$ cat src/shared/susp_irq_pkg.sv
// Constants and types shared by the suspend power and interrupt status block
package susp_irq_pkg;

    // --------------------------------------------------------------
    // Bus shape
    // --------------------------------------------------------------
    localparam int ADDR_W = 16;
    localparam int DATA_W = 32;
    localparam logic [1:0] RESP_OKAY = 2'h0;
    localparam logic [1:0] RESP_SLVERR = 2'h2;

    // --------------------------------------------------------------
    // Register offsets (byte addresses)
    // --------------------------------------------------------------
    localparam logic [15:0] IRQ_STATUS_OFFSET = 16'h0310;
    localparam logic [15:0] IRQ_ENABLE_OFFSET = 16'h0314;
    localparam logic [15:0] IRQ_CLEAR_OFFSET = 16'h0318;
    localparam logic [15:0] PWR_CTRL_OFFSET = 16'h0354;

    // --------------------------------------------------------------
    // Field positions, masks and reset values
    // --------------------------------------------------------------
    localparam int CLK_KEEP_BIT = 0;
    localparam int OC1_OFF_BIT = 1;
    localparam int OC2_OFF_BIT = 2;
    localparam logic [31:0] PWR_CTRL_IMPL_MASK = 32'h0000_0007;
    localparam logic [31:0] PWR_CTRL_RESET = 32'h0000_0000;

    localparam int CLK_STABLE_BIT = 6;
    localparam int ASYNC_DONE_BIT = 8;
    localparam int ISO_DONE_BIT = 9;
    localparam int DUAL_ROLE_BIT = 10;
    localparam logic [31:0] STATUS_IMPL_MASK = 32'h0000_0740;
    localparam logic [31:0] STATUS_RESET = 32'h0000_0000;
    localparam logic [31:0] ENABLE_RESET = 32'h0000_0000;

    // --------------------------------------------------------------
    // Timing
    // --------------------------------------------------------------
    localparam int CLK_PERIOD_NS = 8;
    localparam int WAKE_TIME_32_US = 10;
    localparam int WAKE_TIME_16_MS = 50;
    localparam int WAKE_CYCLES_32 = (WAKE_TIME_32_US * 1000) / CLK_PERIOD_NS;
    localparam int WAKE_CYCLES_16 = (WAKE_TIME_16_MS * 1000000) / CLK_PERIOD_NS;
    localparam int WAKE_CNT_W = 23;

    // --------------------------------------------------------------
    // Power state machine
    // --------------------------------------------------------------
    typedef enum logic [1:0] {
        PS_RUN,
        PS_SUSP_CLK_ON,
        PS_GATED,
        PS_WAKING
    } pwr_state_t;

endpackage

$ cat src/verilog/suspend_power_and_irq_status.sv
// Suspend power-down control and host interrupt status with an AXI4-Lite slave
// Overview of operation
// - Port-2 overcurrent sensing stays on in suspend when its off bit is 0 and is switched off when it is 1.
// - Port-1 overcurrent sensing stays on in suspend when its off bit is 0 and is switched off when it is 1.
// - The clock-keep bit is bit 0, resets to 0, and while 0 the internal clocks stop on entry to suspend.
// - With clocks gated only the slow suspend oscillator of about 100 kHz keeps running.
// - After a gated suspend the clocks-stable event is raised once all clocks run steadily again.
// - While the clock-keep bit is 1 all internal clocks keep running during suspend.
// - On a 32-bit bus the wake-up counter is 10 us.
// - On a 16-bit bus the wake-up counter is 50 ms.
// - The status register holds dual-role events in bit 10, isochronous completion in bit 9, async in bit 8.
// - Writing 1 to a status bit clears it and writing 0 leaves it alone.
// - Status bits are set by their events regardless of the global interrupt gate.
// - The interrupt output is raised for a status bit only while its enable bit is set.
// - The async status bit is set on a descriptor completion or on a completed mask group.
//
// The AXI4-Lite slave port is this design's own decision.
`timescale 1ns/1ps
module suspend_power_and_irq_status
    import susp_irq_pkg::*;
#(
    parameter int WAKE_CYCLES_16BIT = WAKE_CYCLES_16
)
(
    input wire logic ref_clk,
    input wire logic rst_n,
    // AXI4-Lite slave
    input wire logic [ADDR_W-1:0] awaddr,
    input wire logic awvalid,
    output logic awready,
    input wire logic [DATA_W-1:0] wdata,
    input wire logic [3:0] wstrb,
    input wire logic wvalid,
    output logic wready,
    output logic [1:0] bresp,
    output logic bvalid,
    input wire logic bready,
    input wire logic [ADDR_W-1:0] araddr,
    input wire logic arvalid,
    output logic arready,
    output logic [DATA_W-1:0] rdata,
    output logic [1:0] rresp,
    output logic rvalid,
    input wire logic rready,
    // Configuration pin and suspend request
    input wire logic busIs16Bit,
    input wire logic suspendReq,
    input wire logic globalIrqGate,
    // Event sources
    input wire logic dualRoleEvent,
    input wire logic isoDescriptorDone,
    input wire logic isoMaskGroupDone,
    input wire logic asyncDescriptorDone,
    input wire logic asyncMaskGroupDone,
    // Overcurrent pins
    input wire logic port1OvercurrentInputN,
    input wire logic port2OvercurrentInputN,
    // Power and clock control
    output logic port1OvercurrentSenseOn,
    output logic port2OvercurrentSenseOn,
    output logic port1Overcurrent,
    output logic port2Overcurrent,
    output logic internalClocksRun,
    output logic slowSuspendOscillatorRun,
    output logic inSuspend,
    output logic irq
);

    // --------------------------------------------------------------
    // Register state
    // --------------------------------------------------------------
    logic [31:0] powerDownCtrl, next_powerDownCtrl;
    logic [31:0] irqStatus, next_irqStatus;
    logic [31:0] irqEnable, next_irqEnable;

    logic awHeld, next_awHeld, wHeld, next_wHeld;
    logic [ADDR_W-1:0] awAddrQ, next_awAddrQ;
    logic [DATA_W-1:0] wDataQ, next_wDataQ;
    logic [3:0] wStrbQ, next_wStrbQ;
    logic next_bvalid, next_rvalid;
    logic [1:0] next_bresp, next_rresp;
    logic [DATA_W-1:0] next_rdata;

    logic commitWrite, writeHit;
    logic [ADDR_W-1:0] wordAddrW, wordAddrR;
    logic [31:0] laneMask, writeBits, clearVec, setVec;

    // --------------------------------------------------------------
    // Synchronisers for pins
    // --------------------------------------------------------------
    logic [2:0] pinMeta, pinSync, pinRaw;
    logic bus16;
    logic [1:0] ocSenseOff, ocSenseOn, ocFlag, next_ocFlag;

    // --------------------------------------------------------------
    // Power state
    // --------------------------------------------------------------
    pwr_state_t pwrState, next_pwrState;
    logic wakeStart, wakeDone, clocksStableEvent, asyncListDone, isoListDone;
    logic [WAKE_CNT_W-1:0] wakeLoad;

    // --------------------------------------------------------------
    // Pin synchronisation
    // --------------------------------------------------------------
    assign pinRaw = {busIs16Bit, port2OvercurrentInputN, port1OvercurrentInputN};
    // Overcurrent pins reset to their idle high level so no false fault follows reset
    always_ff @(posedge ref_clk) begin
        if (!rst_n) begin
            pinMeta <= 3'h3;
            pinSync <= 3'h3;
        end else begin
            pinMeta <= pinRaw;
            pinSync <= pinMeta;
        end
    end
    assign bus16 = pinSync[2];

    // --------------------------------------------------------------
    // Overcurrent sensing per port
    // --------------------------------------------------------------
    assign ocSenseOff = {powerDownCtrl[OC2_OFF_BIT], powerDownCtrl[OC1_OFF_BIT]};
    genvar gp;
    generate
        for (gp = 0; gp < 2; gp++) begin : g_port
            // Sensing drops only while suspended; in normal running it always stays powered
            assign ocSenseOn[gp] = !(inSuspend && ocSenseOff[gp]);
            assign next_ocFlag[gp] = ocSenseOn[gp] && !pinSync[gp];
        end
    endgenerate
    always_ff @(posedge ref_clk) begin
        if (!rst_n) begin
            ocFlag <= 2'h0;
        end else begin
            ocFlag <= next_ocFlag;
        end
    end
    assign port1OvercurrentSenseOn = ocSenseOn[0];
    assign port2OvercurrentSenseOn = ocSenseOn[1];
    assign port1Overcurrent = ocFlag[0];
    assign port2Overcurrent = ocFlag[1];

    // --------------------------------------------------------------
    // Suspend and clock control
    // --------------------------------------------------------------
    // Strap is read through the synchroniser, so a change takes effect on the next wake only
    assign wakeLoad = bus16 ? WAKE_CNT_W'(WAKE_CYCLES_16BIT) : WAKE_CNT_W'(WAKE_CYCLES_32);
    always_comb begin
        next_pwrState = pwrState;
        wakeStart = 1'b0;
        case (pwrState)
            PS_RUN: begin
                if (suspendReq) begin
                    next_pwrState = powerDownCtrl[CLK_KEEP_BIT] ? PS_SUSP_CLK_ON : PS_GATED;
                end
            end
            PS_SUSP_CLK_ON: next_pwrState = suspendReq ? PS_SUSP_CLK_ON : PS_RUN;
            PS_GATED: begin
                if (!suspendReq) begin
                    next_pwrState = PS_WAKING;
                    wakeStart = 1'b1;
                end
            end
            PS_WAKING: next_pwrState = wakeDone ? PS_RUN : PS_WAKING;
            default: next_pwrState = PS_RUN;
        endcase
    end

    always_ff @(posedge ref_clk) begin
        if (!rst_n) begin
            pwrState <= PS_RUN;
        end else begin
            pwrState <= next_pwrState;
        end
    end

    wake_timer u_wake_timer (
        .ref_clk(ref_clk),
        .rst_n(rst_n),
        .start(wakeStart),
        .loadCycles(wakeLoad),
        .busy(),
        .done(wakeDone)
    );

    assign clocksStableEvent = wakeDone;
    assign internalClocksRun = (pwrState != PS_GATED);
    assign slowSuspendOscillatorRun = 1'b1;
    assign inSuspend = (pwrState == PS_GATED) || (pwrState == PS_SUSP_CLK_ON);

    // --------------------------------------------------------------
    // AXI4-Lite write channel
    // --------------------------------------------------------------
    assign awready = !awHeld;
    assign wready = !wHeld;
    assign commitWrite = awHeld && wHeld && !bvalid;
    assign wordAddrW = {awAddrQ[ADDR_W-1:2], 2'h0};
    assign laneMask = {{8{wStrbQ[3]}}, {8{wStrbQ[2]}}, {8{wStrbQ[1]}}, {8{wStrbQ[0]}}};
    assign writeBits = wDataQ & laneMask;
    assign writeHit = (wordAddrW == PWR_CTRL_OFFSET) || (wordAddrW == IRQ_STATUS_OFFSET) ||
                      (wordAddrW == IRQ_ENABLE_OFFSET) || (wordAddrW == IRQ_CLEAR_OFFSET);

    always_comb begin
        next_awHeld = awHeld;
        next_awAddrQ = awAddrQ;
        next_wHeld = wHeld;
        next_wDataQ = wDataQ;
        next_wStrbQ = wStrbQ;
        next_bvalid = bvalid;
        next_bresp = bresp;
        if (bvalid && bready) begin
            next_bvalid = 1'b0;
        end
        if (commitWrite) begin
            next_awHeld = 1'b0;
            next_wHeld = 1'b0;
            next_bvalid = 1'b1;
            next_bresp = writeHit ? RESP_OKAY : RESP_SLVERR;
        end
        if (awvalid && awready) begin
            next_awHeld = 1'b1;
            next_awAddrQ = awaddr;
        end
        if (wvalid && wready) begin
            next_wHeld = 1'b1;
            next_wDataQ = wdata;
            next_wStrbQ = wstrb;
        end
    end

    always_ff @(posedge ref_clk) begin
        if (!rst_n) begin
            awHeld <= 1'b0;
            awAddrQ <= '0;
            wHeld <= 1'b0;
            wDataQ <= '0;
            wStrbQ <= 4'h0;
            bvalid <= 1'b0;
            bresp <= RESP_OKAY;
        end else begin
            awHeld <= next_awHeld;
            awAddrQ <= next_awAddrQ;
            wHeld <= next_wHeld;
            wDataQ <= next_wDataQ;
            wStrbQ <= next_wStrbQ;
            bvalid <= next_bvalid;
            bresp <= next_bresp;
        end
    end

    // --------------------------------------------------------------
    // Register updates
    // --------------------------------------------------------------
    assign asyncListDone = asyncDescriptorDone || asyncMaskGroupDone;
    assign isoListDone = isoDescriptorDone || isoMaskGroupDone;
    always_comb begin
        setVec = 32'h0000_0000;
        setVec[DUAL_ROLE_BIT] = dualRoleEvent;
        setVec[ISO_DONE_BIT] = isoListDone;
        setVec[ASYNC_DONE_BIT] = asyncListDone;
        setVec[CLK_STABLE_BIT] = clocksStableEvent;
    end

    // Status and clear offsets share one write-one-to-clear path
    assign clearVec = (commitWrite && ((wordAddrW == IRQ_STATUS_OFFSET) || (wordAddrW == IRQ_CLEAR_OFFSET))) ?
                      writeBits : 32'h0000_0000;

    always_comb begin
        next_powerDownCtrl = powerDownCtrl;
        next_irqEnable = irqEnable;
        if (commitWrite && (wordAddrW == PWR_CTRL_OFFSET)) begin
            next_powerDownCtrl = ((powerDownCtrl & ~laneMask) | writeBits) & PWR_CTRL_IMPL_MASK;
        end
        if (commitWrite && (wordAddrW == IRQ_ENABLE_OFFSET)) begin
            next_irqEnable = ((irqEnable & ~laneMask) | writeBits) & STATUS_IMPL_MASK;
        end
        // A set arriving with its clear wins; the global gate plays no part here
        next_irqStatus = ((irqStatus & ~clearVec) | setVec) & STATUS_IMPL_MASK;
    end

    always_ff @(posedge ref_clk) begin
        if (!rst_n) begin
            powerDownCtrl <= PWR_CTRL_RESET;
            irqStatus <= STATUS_RESET;
            irqEnable <= ENABLE_RESET;
        end else begin
            powerDownCtrl <= next_powerDownCtrl;
            irqStatus <= next_irqStatus;
            irqEnable <= next_irqEnable;
        end
    end

    // Level output; the gate masks the line only, never the status
    assign irq = globalIrqGate && |(irqStatus & irqEnable);

    // --------------------------------------------------------------
    // AXI4-Lite read channel
    // --------------------------------------------------------------
    assign arready = !rvalid;
    assign wordAddrR = {araddr[ADDR_W-1:2], 2'h0};

    always_comb begin
        next_rvalid = rvalid;
        next_rdata = rdata;
        next_rresp = rresp;
        if (rvalid && rready) begin
            next_rvalid = 1'b0;
        end
        if (arvalid && arready) begin
            next_rvalid = 1'b1;
            next_rresp = RESP_OKAY;
            // Read-back of the full control word supports the 16-bit restore sequence
            case (wordAddrR)
                PWR_CTRL_OFFSET: next_rdata = powerDownCtrl;
                IRQ_STATUS_OFFSET: next_rdata = irqStatus;
                IRQ_ENABLE_OFFSET: next_rdata = irqEnable;
                IRQ_CLEAR_OFFSET: next_rdata = 32'h0000_0000;
                default: begin
                    next_rdata = 32'h0000_0000;
                    next_rresp = RESP_SLVERR;
                end
            endcase
        end
    end

    always_ff @(posedge ref_clk) begin
        if (!rst_n) begin
            rvalid <= 1'b0;
            rdata <= '0;
            rresp <= RESP_OKAY;
        end else begin
            rvalid <= next_rvalid;
            rdata <= next_rdata;
            rresp <= next_rresp;
        end
    end

endmodule

$ cat src/verilog/wake_timer.sv
// Down-counter that times the clock restart after a gated suspend
`timescale 1ns/1ps
module wake_timer
    import susp_irq_pkg::*;
(
    input wire logic ref_clk,
    input wire logic rst_n,
    input wire logic start,
    input wire logic [WAKE_CNT_W-1:0] loadCycles,
    output logic busy,
    output logic done
);

    logic [WAKE_CNT_W-1:0] count;
    logic [WAKE_CNT_W-1:0] next_count;
    logic next_busy;
    logic next_done;

    // --------------------------------------------------------------
    // Counting
    // --------------------------------------------------------------
    always_comb begin
        next_count = count;
        next_busy = busy;
        next_done = 1'b0;
        if (start) begin
            next_count = loadCycles;
            next_busy = 1'b1;
        end else if (busy) begin
            if (count <= {{(WAKE_CNT_W-1){1'b0}}, 1'b1}) begin
                next_busy = 1'b0;
                next_done = 1'b1;
            end else begin
                next_count = count - {{(WAKE_CNT_W-1){1'b0}}, 1'b1};
            end
        end
    end

    always_ff @(posedge ref_clk) begin
        if (!rst_n) begin
            count <= '0;
            busy <= 1'b0;
            done <= 1'b0;
        end else begin
            count <= next_count;
            busy <= next_busy;
            done <= next_done;
        end
    end

endmodule

$ cat config.mk
export PLATFORM = sky130hd
export DESIGN_NAME = suspend_power_and_irq_status
export DESIGN_NICKNAME = d
export VERILOG_FILES = /design/src/shared/susp_irq_pkg.sv /design/src/verilog/suspend_power_and_irq_status.sv /design/src/verilog/wake_timer.sv
export SDC_FILE = /design/constraint.sdc
export NUM_CORES = 1
export LEC_CHECK = 0
export BUFFER_PORTS_ARGS = -buffer_cell sky130_fd_sc_hd__buf_2
export CAP_MARGIN = 30
export CORE_ASPECT_RATIO = 0.5
export CORE_UTILIZATION = 47
export CTS_BUF_LIST = sky130_fd_sc_hd__clkbuf_2
export CTS_CLUSTER_SIZE = 10
export DETAILED_ROUTE_END_ITERATION = 7
export HOLD_SLACK_MARGIN = 0.1
export MAX_ROUTING_LAYER = met4
export PLACE_DENSITY = 0.79
export SLEW_MARGIN = 40
export SYNTH_ARGS = -nofsm -noshare
export SYNTH_HDL_FRONTEND = slang
export SYNTH_SLANG_ARGS = --single-unit
$ cat constraint.sdc
create_clock -name ref_clk -period 2.4 [get_ports ref_clk]
set_input_delay 0.48 -clock ref_clk [delete_from_list [all_inputs] [get_ports ref_clk]]
set_output_delay 0.48 -clock ref_clk [all_outputs]
set_load 0.03 [all_outputs]
Word level (Yosys, flattened, before mapping). Index checks and enable logic that the tools add are counted. W data, S select, Z words.

Bits in registers: 115. Output and inout bits: 49.

Add/sub/neg operators: 1. Magnitude comparators: 1. Equality and inequality tests: 15. Mux-type cells: 27. Bitwise logic cells: 12. Reduce and logical (&&, ||, !) cells: 41.

Operators by type and width (number): $eq A14 B8 Y1 const B (8); $mux W23 (4); $and A11 B11 Y11 (4); $pmux W11 S3 (1); $reduce_or A32 Y1 (1); $le A23 B1 Y1 const B (1); $sub A23 B1 Y23 const B (1); $not A11 Y11 (2); $or A11 B11 Y11 (2); $logic_and A1 B1 Y1 (15); $mux W1 (14); $mux W2 (6); $mux W11 (1); $reduce_bool A2 Y1 (5); $logic_not A1 Y1 (8); $pmux W2 S4 (1); $logic_or A1 B1 Y1 (7); $ne A2 B2 Y1 const B (3); $eq A2 B2 Y1 const B (2); $reduce_and A2 Y1 (2); $reduce_or A4 Y1 (1); $and A3 B3 Y3 (1); $or A3 B3 Y3 (1); $reduce_or A3 Y1 (1); 4 further kinds (5).

Longest topological paths before layout. Gate-level depths: netlist of run 1.

Depth after elaboration: 7. Gate-level depth with buffers: 8.

By module. From an unflattened synthesis of run 1, not the netlist that was laid out.

Cell total of the unflattened synthesis: 472. Area, all modules: 4043.9 um^2.

By module, submodules not included: suspend_power_and_irq_status (instances 1, cells each 303, area each 2636.3 um^2, seq. area each 1141.1 um^2); wake_timer (instances 1, cells each 169, area each 1407.6 um^2, seq. area each 500.5 um^2).

Worst setup path before layout of run 1. OpenSTA, ideal clock, no wires.

Kind: register to register. From: reg u_wake_timer.count[6]. To: reg u_wake_timer.count[9]. Library setup time: 0.133 ns. Arrival time: 2.138 ns. Data required time: 2.267 ns. Setup slack: 0.129 ns. Cell stages (with the launch flop): 9. Buffers on the path: 3. Period minus slack after synthesis: 2.271 ns. Cell sequence: dfxtp_1 > or4_4 > buf_6 > or4_4 > buf_6 > buf_6 > o211ai_1 > xor2_1 > a21oi_1.

Cells in the longest elaborated chain, start to end: 4. Elaborated cells between the ends (all ways): 7.

Ends and longest elaborated chain: start: declaration (line wake_timer.sv:14) `logic [WAKE_CNT_W-1:0] count;`; start signal: assignment (line wake_timer.sv:45) `count <= next_count;`; $sub A23 B1 Y23 (line wake_timer.sv:34) `next_count = count - {{(WAKE_CNT_W-1){1'b0}}, 1'b1};`; $mux W23 (line wake_timer.sv:30) `if (count <= {{(WAKE_CNT_W-1){1'b0}}, 1'b1}) begin`; $mux W23 (line wake_timer.sv:29) `end else if (busy) begin`; $mux W23 (line wake_timer.sv:26) `if (start) begin`.

Parallel ways exist; a longest one is shown, timed or not. The select of a mux whose other input is x is not followed. A chain may end at the register's enable or synchronous reset.

Worst setup path in the final report of run 1.
From: reg u_wake_timer.count[6]. To: reg u_wake_timer.count[4].

Cells in the longest elaborated chain, start to end: 3.

Ends and longest elaborated chain (line): $le A23 B1 Y1 (wake_timer.sv:30); $ne A2 B1 Y1 (no source line); $reduce_and A2 Y1 (no source line).

No other way between the ends.

==> results.md, run 1 <==
| Metric | This run | Unit |
|:---|:---|:---|
| Post-synth top flop | sky130_fd_sc_hd__dfxtp_1 | - |
| Most frequent cell after synthesis | sky130_fd_sc_hd__dfxtp_1 | - |
| Number of rows created at floorplan | 22 | - |
| Via/cell ratio | 5.01 | - |
| Post-detailed-routing wire length | 7660 | um |
| Signal arrival time at the worst endpoint | 2.73 | ns |
| Number of top-level design ports | 134 | - |
| Crit share post-route | 0.951 | - |
| Clock tree buffer depth | 2 | - |
| Instance count along the most critical hold path | 3 | - |
| Proportion of synthesized chip area in sequential cells | 0.427 | - |
| Area of the core | 0.00762 | mm2 |
| Number of nets at the end of the flow | 609 | - |
| GRT overflow | 0 | - |
| DP Wirelength | 5520 | um |
| Maximum fanout encountered on the critical timing path | 15 | - |
| R2R cell count | 5 | - |
| Rel. slew slack | 0.486 | - |
| Clock sinks | 82 | - |
| Post-Synthesis Cell Area | 0.00385 | mm2 |
| Clk Latency, worst-skew pair | 0.54 | ns |
| Final instance count without filler cells | 630 | - |
| R2r startpoint | u_wake_timer.count[6] | - |
| Start-to-end type of the worst setup path | reg -> reg | - |
| Post-Syn Area per Cell | 8.69 | um2 |
| VDD IR-drop max | 0.000630 | V |
| Setup repair after global routing missed its margin | no | - |
| Synth area leaders | sky130_fd_sc_hd__dfxtp_1 (43%), sky130_fd_sc_hd__nand2_1 (6.7%), sky130_fd_sc_hd__buf_4 (5.5%) | - |
| Critical path origin | u_wake_timer.count[6] | - |
| Max cap viols | 0 | - |
| Number of warning messages in the yosys log | 0 | - |
| Transition time at the pin with the least slew margin | 0.770 | ns |
| Antenna violations before repair | 0 | - |
| Flip-flop and latch count after synthesis | 82 | - |
| Total of buffers placed on input and output ports | 74 | - |
| Die height | 66.0 | um |
| Avg WL per Cell | 12.2 | um |
| Number of global-route vias before repair | 2,933 | - |
| PD cells | 972 | mW/mm2 |
| Number of hold violations in the final report | 0 | - |
| Post-detailed-route count of antenna-violating nets | 0 | - |
| Full die area | 0.00858 | mm2 |
| Largest area contributor in the synthesized netlist | sky130_fd_sc_hd__dfxtp_1 | - |
| Horizontal die dimension | 130 | um |
| Final sum of negative setup slack | 0 | ns |
| Result of the run | complete, no violations | - |
| First-pass iteration count of the detailed router | 4 | - |
| Leakage component of the power | 1.82 | nW |
| Via count of the routed design | 3,156 | - |
| H-tree levels | 3 | - |
| Shortest period the worst path allows | 2.28 | ns |
| Worst setup slack for register-to-register paths | 0.12 | ns |
| Setup clock skew after layout | 0.0268 | ns |
| Final slew viol count | 0 | - |
| Count of unique library cells instantiated by Yosys | 50 | - |
| Initial Utilization | 0.505 | - |
| Area post-placement | 0.00420 | mm2 |
| Clock tree from TritonCTS | done | - |
| Total Routing Usage GR | 0.195 | - |
| Origin of the worst min-delay path | wstrb[1] | - |
| CTS Root Cell | sky130_fd_sc_hd__clkbuf_2 | - |
| Worst EP required | 2.85 | ns |
| Crit. End Element | flop | - |
| Final weighted congestion in routability-driven placement | 0.824 | - |
| Share of the synthesized area in the top cell type | 0.427 | - |
| Kind of start point of the critical path | flop | - |
| Dpl cells | 610 | - |
| Fraction of registers with async set or reset after synthesis | 0 | - |
| Post-route design area | 0.00433 | mm2 |
| Post_cts resized | 0 | - |
| CTS buffer count | 9 | - |
| Proportion of layout cells with a drive suffix above 1 | 0.203 | - |
| Maximum clock rate | 438 | MHz |
| EDFF count, synth | 0 | - |
| Cell types with the highest counts after synthesis | sky130_fd_sc_hd__dfxtp_1 (82), sky130_fd_sc_hd__nand2_1 (69), sky130_fd_sc_hd__a21oi_1 (29) | - |
| Sum of internal, switching and leakage power | 4.21 | mW |
| Clock transition at the register clock pins on the worst setup and hold paths after CTS | 0.23 | ns |
| DRC errors left | 0 | - |
| Pin count of the biggest net entering global routing | 38 | - |
| Area growth from synthesis to layout | 12.6 | % |
| Antenna diode count | 0 | - |
| Worst hold path endpoint | wStrbQ[1] | - |
| Initial DRC count | 145 | - |
| Min-Delay Path Class | in -> reg | - |
| Global-route wire length before repair | 12,700 | um |
| Worst hold margin | 0.140 | ns |
| Mapped Cells | 443 | - |
| Total of endpoints with negative setup slack in the final report | 0 | - |
| FF-to-FF End | u_wake_timer.count[4] | - |
[timing repair]
action,4_1_cts,5_1_grt
hold endpoints to repair,4,0
hold buffers,4,0
setup buffers,0,0
setup endpoints to repair,0,0
[metrics by stage]
stage          utilization  setup WS, ns
3_5_place_dp         0.551         0.156
3_3_place_gp         0.551         0.176
6_report             0.568         0.117
2_1_floorplan            -         0.129
4_1_cts              0.568         0.116
5_1_grt              0.568       0.00393
[cells by family after synthesis]
| family | share of synthesized area |
|---|---|
| buf+inv | 0.0985 |
| flops | 0.427 |
| simple gates | 0.221 |
| compound gates | 0.154 |
| mux | 0.0315 |
| other cells | 0.00195 |
| fa+ha+maj | 0.0228 |
| xor+xnor | 0.0432 |
[per-layer routing]
metal | vias to the layer above | wire, um | track usage | part of all wire
met5 | - | 0 | - | 0
met4 | 0 | 95 | 0.0596 | 0.012
met3 | 12 | 458 | 0.0518 | 0.060
met1 | 1446 | 3570 | 0.223 | 0.47
met2 | 90 | 3540 | 0.338 | 0.46
li1 | 1608 | - | - | -
[how the worst max path moves through the flow]
stage	to	slack [ns]	depth (start not counted)
after global routing	u_wake_timer.count[19]	0.004	5
after CTS	u_wake_timer.count[19]	0.12	5
after floorplan	u_wake_timer.count[9]	0.13	8
after detailed placement	u_wake_timer.count[19]	0.16	5
after global placement	u_wake_timer.count[19]	0.18	5
final	u_wake_timer.count[4]	0.12	5
[critical path, stage by stage (launching register included)]
cell,delay (ns)
sky130_fd_sc_hd__dfxtp_1,0.39
sky130_fd_sc_hd__or4_4,0.59
sky130_fd_sc_hd__or4_4,0.68
sky130_fd_sc_hd__o2111ai_1,0.27
sky130_fd_sc_hd__xor2_1,0.18
sky130_fd_sc_hd__a21oi_1,0.08
[where the power goes]
part / internal [mW] / switching, mW
registers: 1.56 / 0.171
clock network: 0.132 / 0.483
logic: 0.720 / 1.14
[placed cells by master (no fill, tap or decap), types with 10 or more instances in the layout]
cell type and instances:
sky130_fd_sc_hd__dfxtp_1 82, sky130_fd_sc_hd__buf_2 74, sky130_fd_sc_hd__nand2_1 69, sky130_fd_sc_hd__a21oi_1 29
sky130_fd_sc_hd__conb_1 28, sky130_fd_sc_hd__nor2_1 25, sky130_fd_sc_hd__inv_1 17, sky130_fd_sc_hd__a21boi_0 14
sky130_fd_sc_hd__o21ai_0 14, sky130_fd_sc_hd__mux2i_1 11, sky130_fd_sc_hd__xor2_1 11, sky130_fd_sc_hd__nor2b_1 10
[registers in the layout (all words and copies together) (netlist names), 2 cells and up, named ones only]
| register | count |
|---|---|
| wStrbQ | 2 |
| ocFlag | 2 |
| pinMeta | 3 |
| rdata | 7 |
| irqStatus | 4 |
| pwrState | 2 |
| pinSync | 3 |
| u_wake_timer.count | 23 |
| wDataQ | 7 |
| awAddrQ | 14 |
[final cells by class]
class,count,area [um2]
Multi-Input combinational cell,320,1930
Fill cell,702,3290
Sequential cell,82,1640
Inverter,17,63.8
Tap cell,108,135
Timing Repair Buffer,87,478
Clock buffer,9,45.0
Clock inverter,7,45.0
Note: power is estimated with default switching activity, not from simulation.
==> inputs of run 2 (changes only) <==
--- a/config.mk
+++ b/config.mk
@@ -8,14 +8,14 @@
 export BUFFER_PORTS_ARGS = -buffer_cell sky130_fd_sc_hd__buf_2
 export CAP_MARGIN = 30
 export CORE_ASPECT_RATIO = 0.5
-export CORE_UTILIZATION = 47
+export CORE_UTILIZATION = 40
 export CTS_BUF_LIST = sky130_fd_sc_hd__clkbuf_2
 export CTS_CLUSTER_SIZE = 10
 export DETAILED_ROUTE_END_ITERATION = 7
 export HOLD_SLACK_MARGIN = 0.1
 export MAX_ROUTING_LAYER = met4
-export PLACE_DENSITY = 0.79
-export SLEW_MARGIN = 40
+export PLACE_DENSITY = 0.66
+export SLEW_MARGIN = 5
 export SYNTH_ARGS = -nofsm -noshare
 export SYNTH_HDL_FRONTEND = slang
 export SYNTH_SLANG_ARGS = --single-unit
==> constraint.sdc (replaced) <==
create_clock -name ref_clk -period 2.6 [get_ports ref_clk]
set_input_delay 0.52 -clock ref_clk [delete_from_list [all_inputs] [get_ports ref_clk]]
set_output_delay 0.52 -clock ref_clk [all_outputs]
set_load 0.03 [all_outputs]
==> results.md, run 2 (synthesis gave the netlist of run 1 again) <==
| Metric | This run | Unit | Delta |
|:---|:---|:---|:---|
| Initial Utilization | 0.427 | - | -0.0775 |
| Number of hold violations in the final report | 0 | - | unchanged |
| Sum of internal, switching and leakage power | 3.97 | mW | -5.7% |
| Clock transition at the register clock pins on the worst setup and hold paths after CTS | 0.20 | ns | -0.03 ns |
| Kind of start point of the critical path | flop | - |  |
| Final slew viol count | 0 | - | unchanged |
| Highest-count cells in the layout ignoring fill and taps | sky130_fd_sc_hd__dfxtp_1 (82), sky130_fd_sc_hd__buf_2 (74), sky130_fd_sc_hd__nand2_1 (69) | - |  |
| Full die area | 0.0100 | mm2 | +17% |
| Post-detailed-routing wire length | 7720 | um | +0.74% |
| Shortest period the worst path allows | 2.30 | ns | +0.0155 ns |
| Worst hold path endpoint | pinMeta[2] | - |  |
| Area post-placement | 0.00420 | mm2 | -0.15% |
| Most frequent CP cell | sky130_fd_sc_hd__or4_1 | - |  |
| Initial DRC count | 130 | - | -10% |
| Instance count along the most critical hold path | 2 | - | -1 |
| Area of the core | 0.00901 | mm2 | +18% |
| Origin of the worst min-delay path | busIs16Bit | - |  |
| Util after Layout | 0.484 | - | -0.0848 |
| Regs by FF count | u_wake_timer.count (23), awAddrQ (14) | - |  |
| VDD IR-drop max | 0.000500 | V | -21% |
| R2r startpoint | u_wake_timer.count[2] | - |  |
| Standard cell with the maximum stage delay on the critical path | sky130_fd_sc_hd__or4_1 | - |  |
| Leakage component of the power | 1.83 | nW | +0.52% |
| GRT overflow | 0 | - | unchanged |
| Proportion of layout cells with a drive suffix above 1 | 0.197 | - | -0.00653 |
| Maximum fanout encountered on the critical timing path | 7 | - | -8 |
| Transition time at the pin with the least slew margin | 0.839 | ns | +0.0688 ns |
| Switching Share | 0.410 | - | -0.0165 |
| H-tree levels | 3 | - | unchanged |
| Setup clock skew after layout | 0.0180 | ns | -0.00879 ns |
| Setup repair after global routing missed its margin | no | - |  |
| Antenna violations before repair | 0 | - | unchanged |
| Hold_buf cts | 3 | - | -1 |
| Area growth from synthesis to layout | 13.2 | % |  |
| Start-to-end type of the worst setup path | reg -> reg | - |  |
| Internal power summed over all cells | 2.34 | mW | -3.0% |
| NetSw | 1.63 | mW | -9.4% |
| Via count of the routed design | 3,085 | - | -2.2% |
| Cell chain of the critical path | or4_1 -> nor2_1 -> nand3_1 -> or4_1 -> a31oi_1 | - |  |
| Via/cell ratio | 4.85 | - | -3.2% |
| Post-placement setup slack | 0.326 | ns | +0.171 ns |
| R2R cell count | 5 | - | unchanged |
| Pin count of the biggest net entering global routing | 51 | - | +34% |
| Total Routing Usage GR | 0.167 | - | -0.0280 |
| Worst setup slack for register-to-register paths | 0.30 | ns | +0.18 ns |
| Most common cell after layout, fill and taps aside | sky130_fd_sc_hd__dfxtp_1 | - |  |
| Slowest stage delay, CP | 0.61 | ns | -0.07 ns |
| Post-route design area | 0.00436 | mm2 | +0.52% |
| Crit share post-route | 0.884 | - | -0.0672 |
| Maximum clock rate | 435 | MHz | -0.67% |
| Dpl cells | 615 | - | +0.82% |
| Clock tree buffer depth | 2 | - | unchanged |
| PD cells | 912 | mW/mm2 | -6.2% |
| Clock network fraction of design power | 0.159 | - | +0.013 |
| Min-Delay Path Class | in -> reg | - |  |
| Rel. slew slack | 0.439 | - | -0.0464 |
| Clock sinks | 82 | - | unchanged |
| Setup bufs post-CTS | 0 | - | unchanged |
| Post-detailed-route count of antenna-violating nets | 0 | - | unchanged |
| Horizontal die dimension | 141 | um | +8.3% |
| Avg WL per Cell | 12.1 | um | -0.21% |
| Final sum of negative setup slack | 0 | ns | unchanged |
| Register name with the most flops | u_wake_timer.count | - |  |
| CTS buffer count | 9 | - | unchanged |
| Number of rows created at floorplan | 24 | - | +9.1% |
| FF-to-FF End | u_wake_timer.count[18] | - |  |
| DP Wirelength | 5530 | um | +0.30% |
| Clock tree from TritonCTS | done | - |  |
| Worst hold margin | 0.190 | ns | +0.0506 ns |
| Result of the run | complete, no violations | - |  |
| Flop pwr share | 0.403 | - | -0.009 |
| DRC errors left | 0 | - | unchanged |
| Number of filler cells placed in the layout | 886 | - | +26% |
| Crit. End Element | flop | - |  |
| Final weighted congestion in routability-driven placement | 0.827 | - | +0.45% |
| Number of flip-flops under the largest register name | 23 | - | unchanged |
| Worst EP required | 3.07 | ns | +0.22 ns |
| Number of top-level design ports | 134 | - | unchanged |
| Total of buffers placed on input and output ports | 74 | - | unchanged |
| CTS Root Cell | sky130_fd_sc_hd__clkbuf_2 | - |  |
| Final setup margin | 0.301 | ns | +0.185 ns |
| Logic gate share of total power | 0.438 | - | -0.004 |
| Post_cts resized | 0 | - | unchanged |
| Die height | 71.4 | um | +8.1% |
| First-pass iteration count of the detailed router | 5 | - | +1 |
| Number of global-route vias before repair | 2,729 | - | -7.0% |
| Total of endpoints with negative setup slack in the final report | 0 | - | unchanged |
| Signal arrival time at the worst endpoint | 2.76 | ns | +0.03 ns |
| Final instance count without filler cells | 636 | - | +0.95% |
| Max cap viols | 0 | - | unchanged |
| Global-route wire length before repair | 12,700 | um | -0.16% |
| Number of nets at the end of the flow | 607 | - | -0.33% |
| Antenna diode count | 0 | - | unchanged |
| Clk Latency, worst-skew pair | 0.53 | ns | about the same |
run 2: cell count changes in the layout (fill, tap and decap cells not counted), sizes merged:
cell and change:
clkinv -1, clkbuf +2, dlygate4sd3 +2, clkinvlp -2
bufinv +1, buf -4, inv -1
run 2: layout make-up:
class / count / area, um2 / share of cell area
flip-flops and latches: 82 / 1640 / 0.377
clock buffers: 11 / 55.1 / 0.0126
well taps: 117 / 146 / 0.0336
inverters: 17 / 63.8 / 0.0146
repair buffers: 85 / 480 / 0.110
multi-input cells: 320 / 1930 / 0.442
clock inverters: 4 / 43.8 / 0.0101
run 2: how the worst max path moves through the flow:
| stage | from | end | depth (start not counted) |
|---|---|---|---|
| after global routing | u_wake_timer.count[2] | u_wake_timer.count[18] | 5 |
| after detailed placement | u_wake_timer.count[2] | u_wake_timer.count[10] | 5 |
| after global placement | u_wake_timer.count[6] | u_wake_timer.count[17] | 5 |
| after floorplan | u_wake_timer.count[6] | u_wake_timer.count[9] | 8 |
| after CTS | u_wake_timer.count[2] | u_wake_timer.count[10] | 5 |
| final | u_wake_timer.count[2] | u_wake_timer.count[18] | 5 |
run 2: worst max-delay path, delay by kind of cell (launching register included):
kind             cells  cell delay (ns)
AND/OR/NAND/NOR      4             1.69
flip-flops           1             0.39
AO/OA/AOI/OAI        1             0.16
run 2: power groups by stage:
| stage | combinational [mW] | sequential [mW] | clock (mW) |
|---|---|---|---|
| floorplan | 1.48 | 1.60 | 0 |
| global placement | 1.69 | 1.62 | 0 |
| detailed placement | 1.71 | 1.63 | 0 |
| CTS | 1.72 | 1.60 | 0.664 |
| global route | 1.90 | 1.63 | 0.721 |
| finish | 1.74 | 1.60 | 0.631 |
run 2: routing by layer:
metal,GRT usage,routed length [um],part of all wire
met5,-,0,0
met4,0.0362,48,0.0062
met3,0.0615,424,0.055
met2,0.271,3490,0.45
met1,0.199,3760,0.49
